**config.mk**
```make
export PLATFORM = sky130hd
export DESIGN_NAME = bss_top
export DESIGN_NICKNAME = d
export VERILOG_FILES = /design/src/bss_pkg.sv /design/src/bss_rec_timer.sv /design/src/bss_sync.sv /design/src/bss_top.sv
export SDC_FILE = /design/constraint.sdc
export NUM_CORES = 1
export LEC_CHECK = 0
export BUFFER_PORTS_ARGS = -buffer_cell sky130_fd_sc_hd__buf_4
export CAP_MARGIN = 20
export CELL_PAD_IN_SITES_DETAIL_PLACEMENT = 1
export CELL_PAD_IN_SITES_GLOBAL_PLACEMENT = 1
export CORE_MARGIN = 2
export CORE_UTILIZATION = 40
export CTS_CLUSTER_SIZE = 14
export DETAILED_ROUTE_END_ITERATION = 8
export GPL_TIMING_DRIVEN = 1
export PLACE_DENSITY_LB_ADDON = 0.15
export SLEW_MARGIN = 20
export SYNTH_ARGS = -nofsm -noshare
export SYNTH_HDL_FRONTEND = slang
export SYNTH_SLANG_ARGS = --single-unit
```
**constraint.sdc**
```tcl
create_clock -name core_clk_i -period 6.3 [get_ports core_clk_i]
set_input_delay 1.26 -clock core_clk_i [delete_from_list [all_inputs] [get_ports core_clk_i]]
set_output_delay 1.26 -clock core_clk_i [all_outputs]
set_load 0.02 [all_outputs]
```
**src/bss_pkg.sv**
```systemverilog
package bss_pkg;

    // Register byte offsets on the APB bus.
    localparam logic [11:0] ADDR_CTRL   = 12'h000;
    localparam logic [11:0] ADDR_STATUS = 12'h004;
    localparam logic [11:0] ADDR_CLEAR  = 12'h008;
    localparam logic [11:0] ADDR_IRQEN  = 12'h00C;

    // Control register layout and reset value.
    localparam int          CTRL_POLICY_LSB = 0;
    localparam int          CTRL_POLICY_W   = 3;
    localparam logic [2:0]  POLICY_RESET    = 3'h0;

    // Policy code boundaries.
    localparam logic [2:0]  POLICY_DIRECT_MIN  = 3'h3;
    localparam logic [2:0]  POLICY_DISABLE_MIN = 3'h6;

    // Policy codes that keep the low-cell detector running.
    localparam logic [2:0]  POLICY_LOWDET_A = 3'h0;
    localparam logic [2:0]  POLICY_LOWDET_B = 3'h3;

    // Policy codes that switch the power-fail comparator off.
    localparam logic [2:0]  POLICY_PFOFF_A = 3'h2;
    localparam logic [2:0]  POLICY_PFOFF_B = 3'h5;
    localparam logic [2:0]  POLICY_PFOFF_C = 3'h7;

    // Status, clear and enable share one layout.
    localparam int          ST_SWITCH_BIT  = 0;
    localparam int          ST_LOWCELL_BIT = 1;
    localparam int          ST_BACKUP_BIT  = 2;
    localparam int          ST_WARN_BIT    = 3;
    localparam logic [1:0]  IRQEN_RESET    = 2'h0;

    // Recovery hold-off after return to main supply.
    localparam real         TREC_MIN_MS  = 15.63;
    localparam real         TREC_MAX_MS  = 31.25;
    localparam real         CLK_MHZ      = 250.0;
    localparam int          TREC_CYCLES  = $rtoi(TREC_MIN_MS * 1000.0 * CLK_MHZ);
    localparam int          TREC_CNT_W   = 23;

    // Synchroniser width: one bit per comparator result.
    localparam int          CMP_W = 5;

    // Comparator results from the analog front end.
    typedef struct packed {
        logic main_lt_cell;
        logic main_eq_cell;
        logic main_lt_sw;
        logic cell_low;
        logic sense_lt_ref;
    } bss_cmp_type;

    // Power-fail warning sequencer states.
    typedef enum logic [1:0] {
        PF_MONITOR,
        PF_BACKUP,
        PF_RECOVER
    } bss_pf_state_type;

endpackage : bss_pkg

```
**src/bss_rec_timer.sv**
```systemverilog
`timescale 1ns/1ps
module bss_rec_timer
    import bss_pkg::*;
#(
    parameter int CYCLES = TREC_CYCLES
) (
    input  wire logic core_clk_i,
    input  wire logic nrst_i,
    input  wire logic start_i,
    input  wire logic abort_i,
    output logic      done_o
);
    localparam logic [TREC_CNT_W-1:0] LAST = TREC_CNT_W'(CYCLES - 1);

    logic [TREC_CNT_W-1:0] cnt_r;
    logic                  run_r;

    // Counts CYCLES clocks from start and then pulses done for one cycle.
    always_ff @(posedge core_clk_i) begin
        if (!nrst_i) begin
            cnt_r  <= '0;
            run_r  <= 1'b0;
            done_o <= 1'b0;
        end else begin
            done_o <= 1'b0;
            if (abort_i) begin
                run_r <= 1'b0;
            end else if (start_i) begin
                run_r <= 1'b1;
                cnt_r <= '0;
            end else if (run_r) begin
                if (cnt_r == LAST) begin
                    run_r  <= 1'b0;
                    done_o <= 1'b1;
                end else begin
                    cnt_r <= cnt_r + TREC_CNT_W'(1);
                end
            end
        end
    end
endmodule : bss_rec_timer

```
**src/bss_sync.sv**
```systemverilog
`timescale 1ns/1ps
module bss_sync #(
    parameter int WIDTH = 1
) (
    input  wire logic             core_clk_i,
    input  wire logic             nrst_i,
    input  wire logic [WIDTH-1:0] async_i,
    output logic      [WIDTH-1:0] sync_o
);
    logic [WIDTH-1:0] meta_r;

    // Two stages; only the second stage is visible to logic.
    always_ff @(posedge core_clk_i) begin
        if (!nrst_i) begin
            meta_r <= '0;
            sync_o <= '0;
        end else begin
            meta_r <= async_i;
            sync_o <= meta_r;
        end
    end
endmodule : bss_sync

```
**src/bss_top.sv**
```systemverilog
`timescale 1ns/1ps
// Operation
// - Standard: backup only below cell and threshold.
// - Direct: choose by main-versus-cell comparison only.
// - Disabled: main supply, switch flag held zero.
// - Low cell comparator sets low-cell flag.
// - Cell level watched while on backup.
// - Low-cell interrupt only when enabled.
// - Software cannot clear the low-cell flag.
// - Low-cell flag clears once cell is fine.
// - Sense below reference pulls warning low.
// - Warning pin only pulled low or released.
// - On backup: comparator off, warning low.
// - Back on main: release, hold-off, re-enable.
// - Switch-over off: warning follows comparator only.
// - Three-bit policy field selects mode, detectors.
// - Switch to backup sets flag; command clears.
// - On backup, host interface ignored and released.
module bss_top
    import bss_pkg::*;
#(
    parameter int REC_CYCLES = TREC_CYCLES
) (
    input  wire logic        core_clk_i,
    input  wire logic        nrst_i,
    input  wire logic        psel_i,
    input  wire logic        penable_i,
    input  wire logic        pwrite_i,
    input  wire logic [11:0] paddr_i,
    input  wire logic [31:0] pwdata_i,
    output logic      [31:0] prdata_o,
    output logic             pready_o,
    output logic             pslverr_o,
    input  bss_pkg::bss_cmp_type cmp_i,
    output logic             backed_supply_out_o,
    output logic             fail_warn_output_n_o,
    output logic             fail_warn_oe_n_o,
    output logic             host_if_oe_n_o,
    output logic             irq_o
);
    import bss_pkg::*;

    bss_cmp_type      cmp_s;
    logic [CMP_W-1:0] cmp_sync;
    logic [2:0]       supply_policy_select_r;
    logic [1:0]       irq_en_r;
    logic             on_backup_r;
    logic             on_backup_nxt;
    logic             supply_switch_flag_r;
    logic             low_cell_flag_r;
    logic             mode_direct;
    logic             mode_disabled;
    logic             lowdet_en;
    logic             pf_en;
    logic             acc;
    logic             wr_en;
    logic             clr_switch;
    logic             went_backup;
    logic             went_main;
    logic             rec_done;
    logic             warn_low_nxt;
    logic             addr_ok;
    logic [31:0]      rd_mux;
    bss_pf_state_type pf_state_r;

    bss_sync #(
        .WIDTH (CMP_W)
    ) u_sync (
        .core_clk_i (core_clk_i),
        .nrst_i     (nrst_i),
        .async_i    (cmp_i),
        .sync_o     (cmp_sync)
    );

    assign cmp_s = bss_cmp_type'(cmp_sync);

    assign mode_disabled = (supply_policy_select_r >= POLICY_DISABLE_MIN);
    assign mode_direct   = (supply_policy_select_r >= POLICY_DIRECT_MIN) && !mode_disabled;
    assign lowdet_en     = (supply_policy_select_r == POLICY_LOWDET_A) ||
                           (supply_policy_select_r == POLICY_LOWDET_B);
    assign pf_en         = !((supply_policy_select_r == POLICY_PFOFF_A) ||
                             (supply_policy_select_r == POLICY_PFOFF_B) ||
                             (supply_policy_select_r == POLICY_PFOFF_C));

    // Supply selection. The equal case holds the present choice, which
    // stops the switch chattering when both supplies sit close together.
    always_comb begin
        on_backup_nxt = on_backup_r;
        if (mode_disabled) begin
            on_backup_nxt = 1'b0;
        end else if (cmp_s.main_eq_cell) begin
            on_backup_nxt = on_backup_r;
        end else if (mode_direct) begin
            on_backup_nxt = cmp_s.main_lt_cell;
        end else begin
            on_backup_nxt = cmp_s.main_lt_cell && cmp_s.main_lt_sw;
        end
    end

    // Selected supply register.
    always_ff @(posedge core_clk_i) begin
        if (!nrst_i) begin
            on_backup_r <= 1'b0;
        end else begin
            on_backup_r <= on_backup_nxt;
        end
    end

    assign went_backup = on_backup_nxt && !on_backup_r;
    assign went_main   = !on_backup_nxt && on_backup_r;

    // APB handshake. One wait state gives the read mux a full cycle.
    // host access ignored on backup
    assign acc        = psel_i && penable_i && !pready_o;
    assign wr_en      = psel_i && penable_i && pready_o && pwrite_i && !on_backup_r;
    assign addr_ok    = (paddr_i == ADDR_CTRL) || (paddr_i == ADDR_STATUS) ||
                        (paddr_i == ADDR_CLEAR) || (paddr_i == ADDR_IRQEN);
    assign clr_switch = wr_en && (paddr_i == ADDR_CLEAR) && pwdata_i[ST_SWITCH_BIT];

    // Read mux; the clear register reads back as zero.
    always_comb begin
        rd_mux = 32'h0000_0000;
        case (paddr_i)
            ADDR_CTRL: begin
                rd_mux[CTRL_POLICY_LSB +: CTRL_POLICY_W] = supply_policy_select_r;
            end
            ADDR_STATUS: begin
                rd_mux[ST_SWITCH_BIT]  = supply_switch_flag_r;
                rd_mux[ST_LOWCELL_BIT] = low_cell_flag_r;
                rd_mux[ST_BACKUP_BIT]  = on_backup_r;
                rd_mux[ST_WARN_BIT]    = !fail_warn_oe_n_o;
            end
            ADDR_IRQEN: begin
                rd_mux[ST_SWITCH_BIT +: 2] = irq_en_r;
            end
            default: begin
                rd_mux = 32'h0000_0000;
            end
        endcase
    end

    // Bus answer registers.
    always_ff @(posedge core_clk_i) begin
        if (!nrst_i) begin
            pready_o  <= 1'b0;
            prdata_o  <= 32'h0000_0000;
            pslverr_o <= 1'b0;
        end else begin
            pready_o  <= acc;
            pslverr_o <= acc && !addr_ok;
            if (acc && !pwrite_i && !on_backup_r) begin
                prdata_o <= rd_mux;
            end else if (acc) begin
                prdata_o <= 32'h0000_0000;
            end
        end
    end

    always_ff @(posedge core_clk_i) begin
        if (!nrst_i) begin
            host_if_oe_n_o <= 1'b0;
        end else begin
            host_if_oe_n_o <= on_backup_nxt;
        end
    end

    // Control and enable registers.
    always_ff @(posedge core_clk_i) begin
        if (!nrst_i) begin
            supply_policy_select_r <= POLICY_RESET;
            irq_en_r               <= IRQEN_RESET;
        end else if (wr_en) begin
            if (paddr_i == ADDR_CTRL) begin
                supply_policy_select_r <= pwdata_i[CTRL_POLICY_LSB +: CTRL_POLICY_W];
            end
            if (paddr_i == ADDR_IRQEN) begin
                irq_en_r <= pwdata_i[ST_SWITCH_BIT +: 2];
            end
        end
    end

    // Supply-switch flag. A switch in the same cycle as the clear wins.
    always_ff @(posedge core_clk_i) begin
        if (!nrst_i) begin
            supply_switch_flag_r <= 1'b0;
        end else if (mode_disabled) begin
            supply_switch_flag_r <= 1'b0;
        end else if (went_backup) begin
            supply_switch_flag_r <= 1'b1;
        end else if (clr_switch) begin
            supply_switch_flag_r <= 1'b0;
        end
    end

    // Low-cell flag follows the detector and has no clear path from
    // software; it only drops when the detector stops reporting low.
    always_ff @(posedge core_clk_i) begin
        if (!nrst_i) begin
            low_cell_flag_r <= 1'b0;
        end else if (lowdet_en && cmp_s.cell_low) begin
            low_cell_flag_r <= 1'b1;
        end else begin
            low_cell_flag_r <= 1'b0;
        end
    end

    // Interrupt level output.
    always_ff @(posedge core_clk_i) begin
        if (!nrst_i) begin
            irq_o <= 1'b0;
        end else begin
            irq_o <= (supply_switch_flag_r && irq_en_r[ST_SWITCH_BIT]) ||
                     (low_cell_flag_r && irq_en_r[ST_LOWCELL_BIT]);
        end
    end

    bss_rec_timer #(
        .CYCLES (REC_CYCLES)
    ) u_rec (
        .core_clk_i (core_clk_i),
        .nrst_i     (nrst_i),
        .start_i    (went_main),
        .abort_i    (went_backup),
        .done_o     (rec_done)
    );

    // Warning sequencer. Backup overrides everything else.
    always_ff @(posedge core_clk_i) begin
        if (!nrst_i) begin
            pf_state_r <= PF_MONITOR;
        end else begin
            case (pf_state_r)
                PF_MONITOR: begin
                    if (went_backup) begin
                        pf_state_r <= PF_BACKUP;
                    end
                end
                PF_BACKUP: begin
                    if (went_main) begin
                        pf_state_r <= PF_RECOVER;
                    end
                end
                PF_RECOVER: begin
                    if (went_backup) begin
                        pf_state_r <= PF_BACKUP;
                    end else if (rec_done) begin
                        pf_state_r <= PF_MONITOR;
                    end
                end
                default: begin
                    pf_state_r <= PF_MONITOR;
                end
            endcase
        end
    end

    // Next level of the warning pull-down.
    always_comb begin
        warn_low_nxt = 1'b0;
        case (pf_state_r)
            PF_MONITOR: begin
                warn_low_nxt = pf_en && cmp_s.sense_lt_ref && !went_backup;
                if (went_backup) begin
                    warn_low_nxt = 1'b1;
                end
            end
            PF_BACKUP: begin
                warn_low_nxt = !went_main;
            end
            PF_RECOVER: begin
                warn_low_nxt = went_backup;
            end
            default: begin
                warn_low_nxt = 1'b0;
            end
        endcase
    end

    always_ff @(posedge core_clk_i) begin
        if (!nrst_i) begin
            fail_warn_output_n_o <= 1'b0;
            fail_warn_oe_n_o     <= 1'b1;
        end else begin
            fail_warn_output_n_o <= 1'b0;
            fail_warn_oe_n_o     <= !warn_low_nxt;
        end
    end

    // Supply indicator for the backed output switch.
    always_ff @(posedge core_clk_i) begin
        if (!nrst_i) begin
            backed_supply_out_o <= 1'b0;
        end else begin
            backed_supply_out_o <= on_backup_nxt;
        end
    end

endmodule : bss_top

```
Word level (Yosys, flattened, before mapping)
Index checks and enable logic that the tools add are counted.
{ "classes": {"addsub": 1, "magnitude_cmp": 2, "n_eq_ne": 14, "muxes": 25, "bitwise": 3, "n_reduce_logical": 50} }
{ "op_table": {"columns": ["operator", "count"], "rows": [
  ["$mux W23", 3],
  ["$eq A12 B4 Y1 const B", 2],
  ["$add A23 B1 Y23 const B", 1],
  ["$eq A23 B22 Y1 const B", 1],
  ["$logic_and A1 B1 Y1", 19],
  ["$eq A12 B3 Y1 const B", 1],
  ["$logic_not A12 Y1", 1],
  ["$mux W1", 12],
  ["$pmux W2 S3", 2],
  ["$logic_not A1 Y1", 11],
  ["$mux W2", 4],
  ["$mux W4", 2],
  ["$logic_or A1 B1 Y1", 7],
  ["$eq A3 B2 Y1 const B", 2],
  ["$eq A3 B3 Y1 const B", 2],
  ["$ne A2 B2 Y1 const B", 3],
  ["$reduce_and A3 Y1", 2],
  ["$reduce_bool A2 Y1", 3],
  ["$reduce_and A2 Y1", 2],
  ["$reduce_or A2 Y1", 2],
  ["$reduce_or A4 Y1", 1],
  ["$ge A3 B2 Y1 const B", 1],
  ["$ge A3 B3 Y1 const B", 1],
  ["$logic_not A3 Y1", 1],
  ["other kinds (7)", 9]
]} }
{ "word_totals": {"reg_bits": 53, "in_bits": 54, "output_inout_bits": 39} }

Longest topological paths before layout
Gate-level depths: netlist (run 1).
{ "depth": {"word_depth": 12, "depth_mapped": 12} }

Modules after synthesis
Synthesis (run 1) repeated with hierarchy kept, for this count alone.
{ "hier_totals": {"hier_cells": 336, "hier_area_um2": 2917.8} }
{ "modules_own_cells": {"columns": ["module", "instances", "cells_each", "area_each_um2"], "rows": [
  ["bss_rec_timer", 1, 183, 1498.9],
  ["bss_top", 1, 133, 1156.1],
  ["bss_sync", 1, 20, 262.8]
]} }

Worst setup path before layout (run 1)
OpenSTA, ideal clock, no wires.
{ "synth_path": {"path_type": "input port to flip-flop", "start": "input paddr_i[7]", "end": "register supply_switch_flag_r", "setup_ns": 0.116, "t_arrival_ns": 2.468, "required_time_ns": 6.184, "setup_slack_ns": 3.715, "stages": 5, "path_buffers": 0, "cell_sequence": "nor4_1 nand3_1 or3_1 o31a_1 o211a_1"} }
{ "synth_between": {"elab_chain_cells": 4} }
{ "synth_rtl": {"columns": ["item", "line_no", "text"], "rows": [
  ["start: declaration", "bss_top.sv:29", "input wire logic [11:0] paddr_i,"],
  ["$eq A12 B4 Y1", "bss_top.sv:118", "assign clr_switch = wr_en && (paddr_i == ADDR_CLEAR) && pwdata_i[ST_SWITCH_BIT];"],
  ["$logic_and A1 B1 Y1 (2 in a row)", "bss_top.sv:118", null],
  ["$reduce_bool A2 Y1 (no source line)", null, null],
  ["end signal: assignment", "bss_top.sv:185", "supply_switch_flag_r <= 1'b0;"],
  ["end signal: assignment", "bss_top.sv:187", "supply_switch_flag_r <= 1'b0;"],
  ["end signal: assignment", "bss_top.sv:189", "supply_switch_flag_r <= 1'b1;"],
  ["end: declaration", "bss_top.sv:49", "logic supply_switch_flag_r;"]
]} }
No other way between the ends.
A chain may end at the register's enable or synchronous reset.

Worst setup path after layout (run 1)
{ "layout_path": {"start": "register supply_policy_select_r[1]", "end": "register u_rec.cnt_r[18]"} }
{ "layout_lines": {"columns": ["item", "line_no", "text"], "rows": [
  ["start: declaration", "bss_top.sv:45", "logic [2:0] supply_policy_select_r;"],
  ["start signal: assignment", "bss_top.sv:174", "supply_policy_select_r <= pwdata_i[CTRL_POLICY_LSB +: CTRL_POLICY_W];"],
  ["$ge A3 B3 Y1", "bss_top.sv:77", "assign mode_disabled = (supply_policy_select_r >= POLICY_DISABLE_MIN);"],
  ["$logic_not A1 Y1", "bss_top.sv:78", "assign mode_direct = (supply_policy_select_r >= POLICY_DIRECT_MIN) && !mode_disabled;"],
  ["$logic_and A1 B1 Y1", "bss_top.sv:78", null],
  ["$mux W1", "bss_top.sv:93", "end else if (mode_direct) begin"],
  ["$mux W1", "bss_top.sv:91", "end else if (cmp_s.main_eq_cell) begin"],
  ["$mux W1 *", "bss_top.sv:89", "if (mode_disabled) begin"],
  ["via on_backup_nxt", "bss_top.sv:48", "logic on_backup_nxt;"],
  ["$logic_and A1 B1 Y1 *", "bss_top.sv:109", "assign went_backup = on_backup_nxt && !on_backup_r;"],
  ["via u_rec.abort_i", "bss_rec_timer.sv:10", "input wire logic abort_i,"],
  ["$not A1 Y1 (no source line) *", null, null],
  ["$reduce_and A3 Y1 (no source line) *", null, null],
  ["end signal: assignment", "bss_rec_timer.sv:36", "cnt_r <= cnt_r + TREC_CNT_W'(1);"],
  ["end: declaration", "bss_rec_timer.sv:15", "logic [TREC_CNT_W-1:0] cnt_r;"]
]} }
Mark *: on every way through the listed nets, which the timed path passes. The rest lies on a longest branch.

==> results of run 1 <==
[metal layers]
metal,share of wire [%],global-route usage [%],vias to the layer above
li1,-,-,1233
met1,47,25.2,1198
met2,47,31.3,50
met3,4.3,3.51,6
met4,1.3,5.29,0
met5,0,0,-
[cell families (layout without fill, tap and decap cells)]
family,after synthesis,in the layout
AOI/OAI and AO/OA,68,68
xor gates and xnor gates,1,1
adders and majority gates,3,3
buffers and inverters,58,49
DFF,53,53
muxes,8,8
other,1,29
and+or+nand+nor,156,156
[worst paths after layout]
check	from	endpoint	depth (start not counted)
worst max-delay path	supply_policy_select_r[1]	u_rec.cnt_r[18]	11
worst min-delay path	u_sync.sync_o[1]	low_cell_flag_r	2
worst max register to register	supply_policy_select_r[1]	u_rec.cnt_r[18]	11
worst min register to register	u_sync.sync_o[1]	low_cell_flag_r	2
[sequential cells by signal, indices dropped and copies added, names as in the netlist]
register                count
backed_supply_out_o         1
u_rec.run_r                 1
supply_switch_flag_r        1
pslverr_o                   1
pready_o                    1
pf_state_r                  2
prdata_o                    4
u_sync.sync_o               5
u_sync.meta_r               5
irq_o                       1
fail_warn_oe_n_o            1
irq_en_r                    2
u_rec.done_o                1
low_cell_flag_r             1
supply_policy_select_r      3
u_rec.cnt_r                23
[power by group through the flow]
stage	combinational [µW]	sequential (µW)	clock (µW)
5_1_grt	56.8	347	259
3_5_place_dp	51.6	354	0
6_report	51.4	346	237
3_3_place_gp	50.7	353	0
2_1_floorplan	47.4	353	0
4_1_cts	51.8	346	246
[placed cells by master (no fill, tap or decap), drive strengths merged, types with 5 or more instances in the layout]
| cell | instances |
|---|---|
| a31oi | 10 |
| buf | 34 |
| nand4b | 6 |
| inv | 8 |
| o211ai | 10 |
| mux2i | 8 |
| nor2 | 28 |
| dfxtp | 53 |
| nand4 | 12 |
| or4 | 5 |
| a21oi | 18 |
| o21ai | 12 |
| nand3 | 12 |
| nand3b | 6 |
| nor3 | 8 |
| nor4 | 5 |
| conb | 29 |
| nand2 | 34 |
| clkbuf | 5 |
| and2 | 15 |
[final cells by class]
type	count	area [µm²]	area share (%)
clock buffers	5	68.8	2.16
clock inverters	3	43.8	1.38
inverters	7	26.3	0.826
multi-input cells	265	1600	50.3
flip-flops and latches	53	1060	33.4
well taps	99	124	3.90
repair buffers	34	255	8.03
[critical path, cell delays in order (launching register included)]
cell,delay (ps)
dfxtp_1,390
a211o_1,320
nand2_1,60
o21ai_0,70
nand2_1,110
inv_1,50
ha_1,480
nor2_1,210
nand2_1,70
a21oi_1,780
nand2_1,190
o31ai_1,270
[stage by stage]
stage          instance area [µm²]  hold WS [ps]  setup slack, ps  std cells
5_1_grt                       3180           463             2900        466
6_report                      3180           424             3200        466
2_1_floorplan                 3000           400             3720        376
4_1_cts                       3180           432             3130        466
3_5_place_dp                  3070           418             3180        458
3_3_place_gp                  3070           412             3260        458
==> qor.yml, run 1 <==
status: "complete, no violations"
cts_resized: 0
drc_errors: 0
synthFlopType: "dfxtp_1"
synthCells: 348
reg2reg_slack_ps: 3200
synth-seq-cells: 53
cts_made_buffers: 5
synthMuxAreaShare_pct: 2.77
fin_crit_sh_pct: 49.2
nNetsFinal: 423
power_uw: 635
synth_xor_area_share_pct: 0.303
coreArea_um2: 7140
die_w_um: 89.1
synth_compound_area_share_pct: 16.0
gp_congestion: 0.745
io-pin-count: 93
synth.cells.most_frequent: "53 x dfxtp_1, 34 x nand2_1, 30 x buf_4"
yosysMostFrequentCell: "dfxtp_1"
ctsHoldBuffers: 0
clock_skew_ps: 11.6
routed_wl_um: 7110
p_int_uw: 478
row_count: 31
die_h_um: 89.1
arrival_ps: 3320
tightest_slew_ps: 1000
grt_overflow: 0
clockBufferDepth: 2
seq_area_frac_synth_pct: 36.7
power_density_nw_per_um2: 200
peakVddDrop_mv: 0.0864
switching_power_uw: 156
antenna_cells: 0
fin_crit_ps: 3100
io_buffers: 34
vias: 2487
viasPerCell: 5.34
synthArstFlopShare_pct: 0
fmax_mhz: 323
fin_tns_setup_ps: 0
grt_pass1_wl_um: 11600
grt_max_degree: 34
routedWlPerCell_um: 15.3
cts.sinks: 53
yosys.area_share.adder_pct: 1.30
yosys.area.top_type_share_pct: 36.7
pwr-share-clk_pct: 37.4
cts_tree: "yes"
p_leak_uw: 0.00120
hold_path_class: "reg2reg"
cp-start-kind: "register"
clock_latency_ps: 320
endpoint_kind: "register"
ys.warnings.count: 0
synth_area_um2: 2890
drive_gt1_share_pct: 14.2
rsz0062_at_grt: "no"
finalSetupViolations: 0
cts_root_buffer: "clkbuf_8"
grt.total_usage_pct: 18.9
sequentialPowerShare_pct: 54.5
fillers: 898
cts_setup_buffers: 0
ant_nets: 0
area_growth_pct: 9.86
synthDistinctLibCells: 50
antenna_found_initial: 0
finalMaxSlewViolations: 0
crit_path_max_fanout: 23
swShare_pct: 24.6
syn_avg_cell_area_um2: 8.32
drtIter0Drc: 76
dr.pass1.iters: 4
required_ps: 6520
maxSlewHeadroom_pct: 33.4
power_frac_comb_pct: 8.1
synth_edf_count: 0
finalHoldViolations: 0
ys_top_cells_by_area: "dfxtp_1 37%, buf_4 7.8%, nand2_1 4.4%"
cts.htree.levels: 2
max-cap-violations: 0
synth_top_family_by_area: "simple AND/OR/NAND/NOR gates"
dp_hpwl_um: 4990
dieArea_um2: 7930
initial_core_util_pct: 40.6
yosys.area_share.simple_pct: 31.0
utilization_pct: 44.5
clkSlewWorstSetupHoldPaths_ps: 100
grt_pass1_vias: 2383
yosys.area.top_type: "dfxtp_1"
critPathKind: "reg2reg"
Power figures use the tool's default switching activity.
==> run 2: changes to the inputs <==
--- a/config.mk
+++ b/config.mk
@@ -10,7 +10,7 @@
 export CELL_PAD_IN_SITES_DETAIL_PLACEMENT = 1
 export CELL_PAD_IN_SITES_GLOBAL_PLACEMENT = 1
 export CORE_MARGIN = 2
-export CORE_UTILIZATION = 40
+export CORE_UTILIZATION = 37
 export CTS_CLUSTER_SIZE = 14
 export DETAILED_ROUTE_END_ITERATION = 8
 export GPL_TIMING_DRIVEN = 1
==> constraint.sdc (replaced) <==
create_clock -name core_clk_i -period 2.9 [get_ports core_clk_i]
set_input_delay 0.58 -clock core_clk_i [delete_from_list [all_inputs] [get_ports core_clk_i]]
set_output_delay 0.58 -clock core_clk_i [all_outputs]
set_load 0.02 [all_outputs]
==> qor.yml, run 2 (synthesis gave the netlist of run 1 again) <==
cts_root_buffer: "clkbuf_8"
crit_path_max_fanout: 8
power_uw: 1300
r2r_start: "supply_policy_select_r[0]"
grt_pass1_vias: 2560
cts.sinks: 53
clockBufferDepth: 2
power_frac_comb_pct: 9.0
timing.rr.end: "u_rec.cnt_r[18]"
antenna_cells: 0
io_buffers: 34
cp_top_family: "compound AO/OA/AOI/OAI gates"
peakVddDrop_mv: 0.184
fin_crit_ps: 2470
arrival_ps: 2700
routedWlPerCell_um: 15.4
clock_latency_ps: 310
critPathKind: "reg2reg"
hold_end: "low_cell_flag_r"
initial_core_util_pct: 37.8
p_int_uw: 955
maxSlewHeadroom_pct: 50.0
fin_tns_setup_ps: 0
required_ps: 3140
fmax_mhz: 405
nNetsFinal: 434
drc_errors: 0
viasPerCell: 5.32
routed_wl_um: 7400
cts_made_buffers: 5
hold_depth: 2
ff2ff_path_depth: 12
status: "complete, no violations"
die_h_um: 92.4
cts_tree: "yes"
finalSetupViolations: 0
ant_nets: 0
clock_skew_ps: 9.36
power_density_nw_per_um2: 400
fillers: 941
grt_overflow: 0
multi_input_area_um2: 1600
io-pin-count: 93
cts_resized: 0
antenna_found_initial: 0
rsz0062_at_grt: "no"
pwr-share-clk_pct: 33.0
switching_power_uw: 341
grt_pass1_wl_um: 12600
crit_buf_inv: 2
cts.htree.levels: 2
area_growth_pct: 11.8
dp_hpwl_um: 5430
largest_reg_flops: 23
timing.hold.ws_ps: 428
path_cells: "a211o_1, nand2_1, o21ai_0, nand2_1, ha_1, buf_4, nor2_1, nand2_1, a21oi_1, buf_4, nand2_1, o31ai_1"
layout_commonest_cell: "dfxtp_1"
top_regs: "u_rec.cnt_r: 23 flops, u_sync.meta_r: 5 flops, u_sync.sync_o: 5 flops"
cp-start-kind: "register"
cpMostUsedCell: "nand2_1"
dr.pass1.iters: 4
p_leak_uw: 0.00123
final_cell_mix: "53 x dfxtp_1, 45 x buf_4, 34 x nand2_1"
cp_slowest_cell: "dfxtp_1"
max-cap-violations: 0
clkSlewWorstSetupHoldPaths_ps: 100
drive_gt1_share_pct: 16.1
gp_congestion: 0.733
seq_area_um2: 1060
grt_max_degree: 33
stdcell_area_um2: 3240
finalMaxSlewViolations: 0
hold_path_class: "reg2reg"
top_register: "u_rec.cnt_r"
cts_setup_buffers: 0
dpl_cell_area_um2: 3150
swShare_pct: 26.3
reg2reg_slack_ps: 430
grt.total_usage_pct: 18.1
sequentialPowerShare_pct: 58.0
vias: 2553
dieArea_um2: 8550
coreArea_um2: 7650
tightest_slew_ps: 747
row_count: 32
cp.depth: 12
min_from: "u_sync.sync_o[1]"
endpoint_kind: "register"
drtIter0Drc: 104
ctsHoldBuffers: 0
cpPeakStageDelay_ps: 460
die_w_um: 92.4
finalHoldViolations: 0
fin_crit_sh_pct: 85.1
run 2: cell types whose count changed in the layout (fill, tap and decap cells not counted):
cell        delta
clkbuf_1       +1
a211oi_2       -1
clkinvlp_4     +2
clkinv_2       -1
a211oi_1       +1
inv_6          -1
bufinv_16      -1
buf_4         +11
run 2: final cells by class:
type,count,share of cell area [%]
flip-flops and latches,53,32.8
well taps,102,3.94
inverters,7,0.812
clock inverters,2,0.464
clock buffers,6,2.24
repair buffers,45,10.4
multi-input cells,265,49.3
run 2: stage by stage:
step / setup WS, ps / std cells / util (%)
6_report: 432 / 480 / 42.3
5_1_grt: 169 / 480 / 42.3
4_1_cts: 360 / 480 / 42.3
3_5_place_dp: 427 / 472 / 41.2
3_3_place_gp: 447 / 472 / 41.2
2_1_floorplan: 711 / 376 / -
run 2: power by group through the flow:
stage,Combinational [µW],Sequential [µW],Clock (µW)
2_1_floorplan,103,767,0
3_3_place_gp,115,768,0
3_5_place_dp,117,768,0
4_1_cts,117,752,443
5_1_grt,128,754,479
6_report,117,751,428
run 2: tightest hold or removal path, delay by kind of cell (launching register included):
family           cells  cell delay (ps)
flip-flops           1              310
AND/OR/NAND/NOR      2               90
run 2: metal layers:
metal,global-route usage (%),part of all wire [%],wire [µm]
met1,23.4,46,3410
met2,30.9,49,3600
met3,3.42,4.3,321
met4,4.98,0.82,61
met5,0,0,0
run 2: how the worst max path moves through the flow:
stage,end,slack (ps),from
detailed placement,u_rec.cnt_r[18],430,supply_policy_select_r[1]
finish,u_rec.cnt_r[18],430,supply_policy_select_r[0]
global route,u_rec.cnt_r[18],170,supply_policy_select_r[1]
CTS,u_rec.cnt_r[18],360,supply_policy_select_r[1]
global placement,u_rec.cnt_r[18],450,supply_policy_select_r[1]
floorplan,u_rec.cnt_r[16],710,supply_policy_select_r[1]
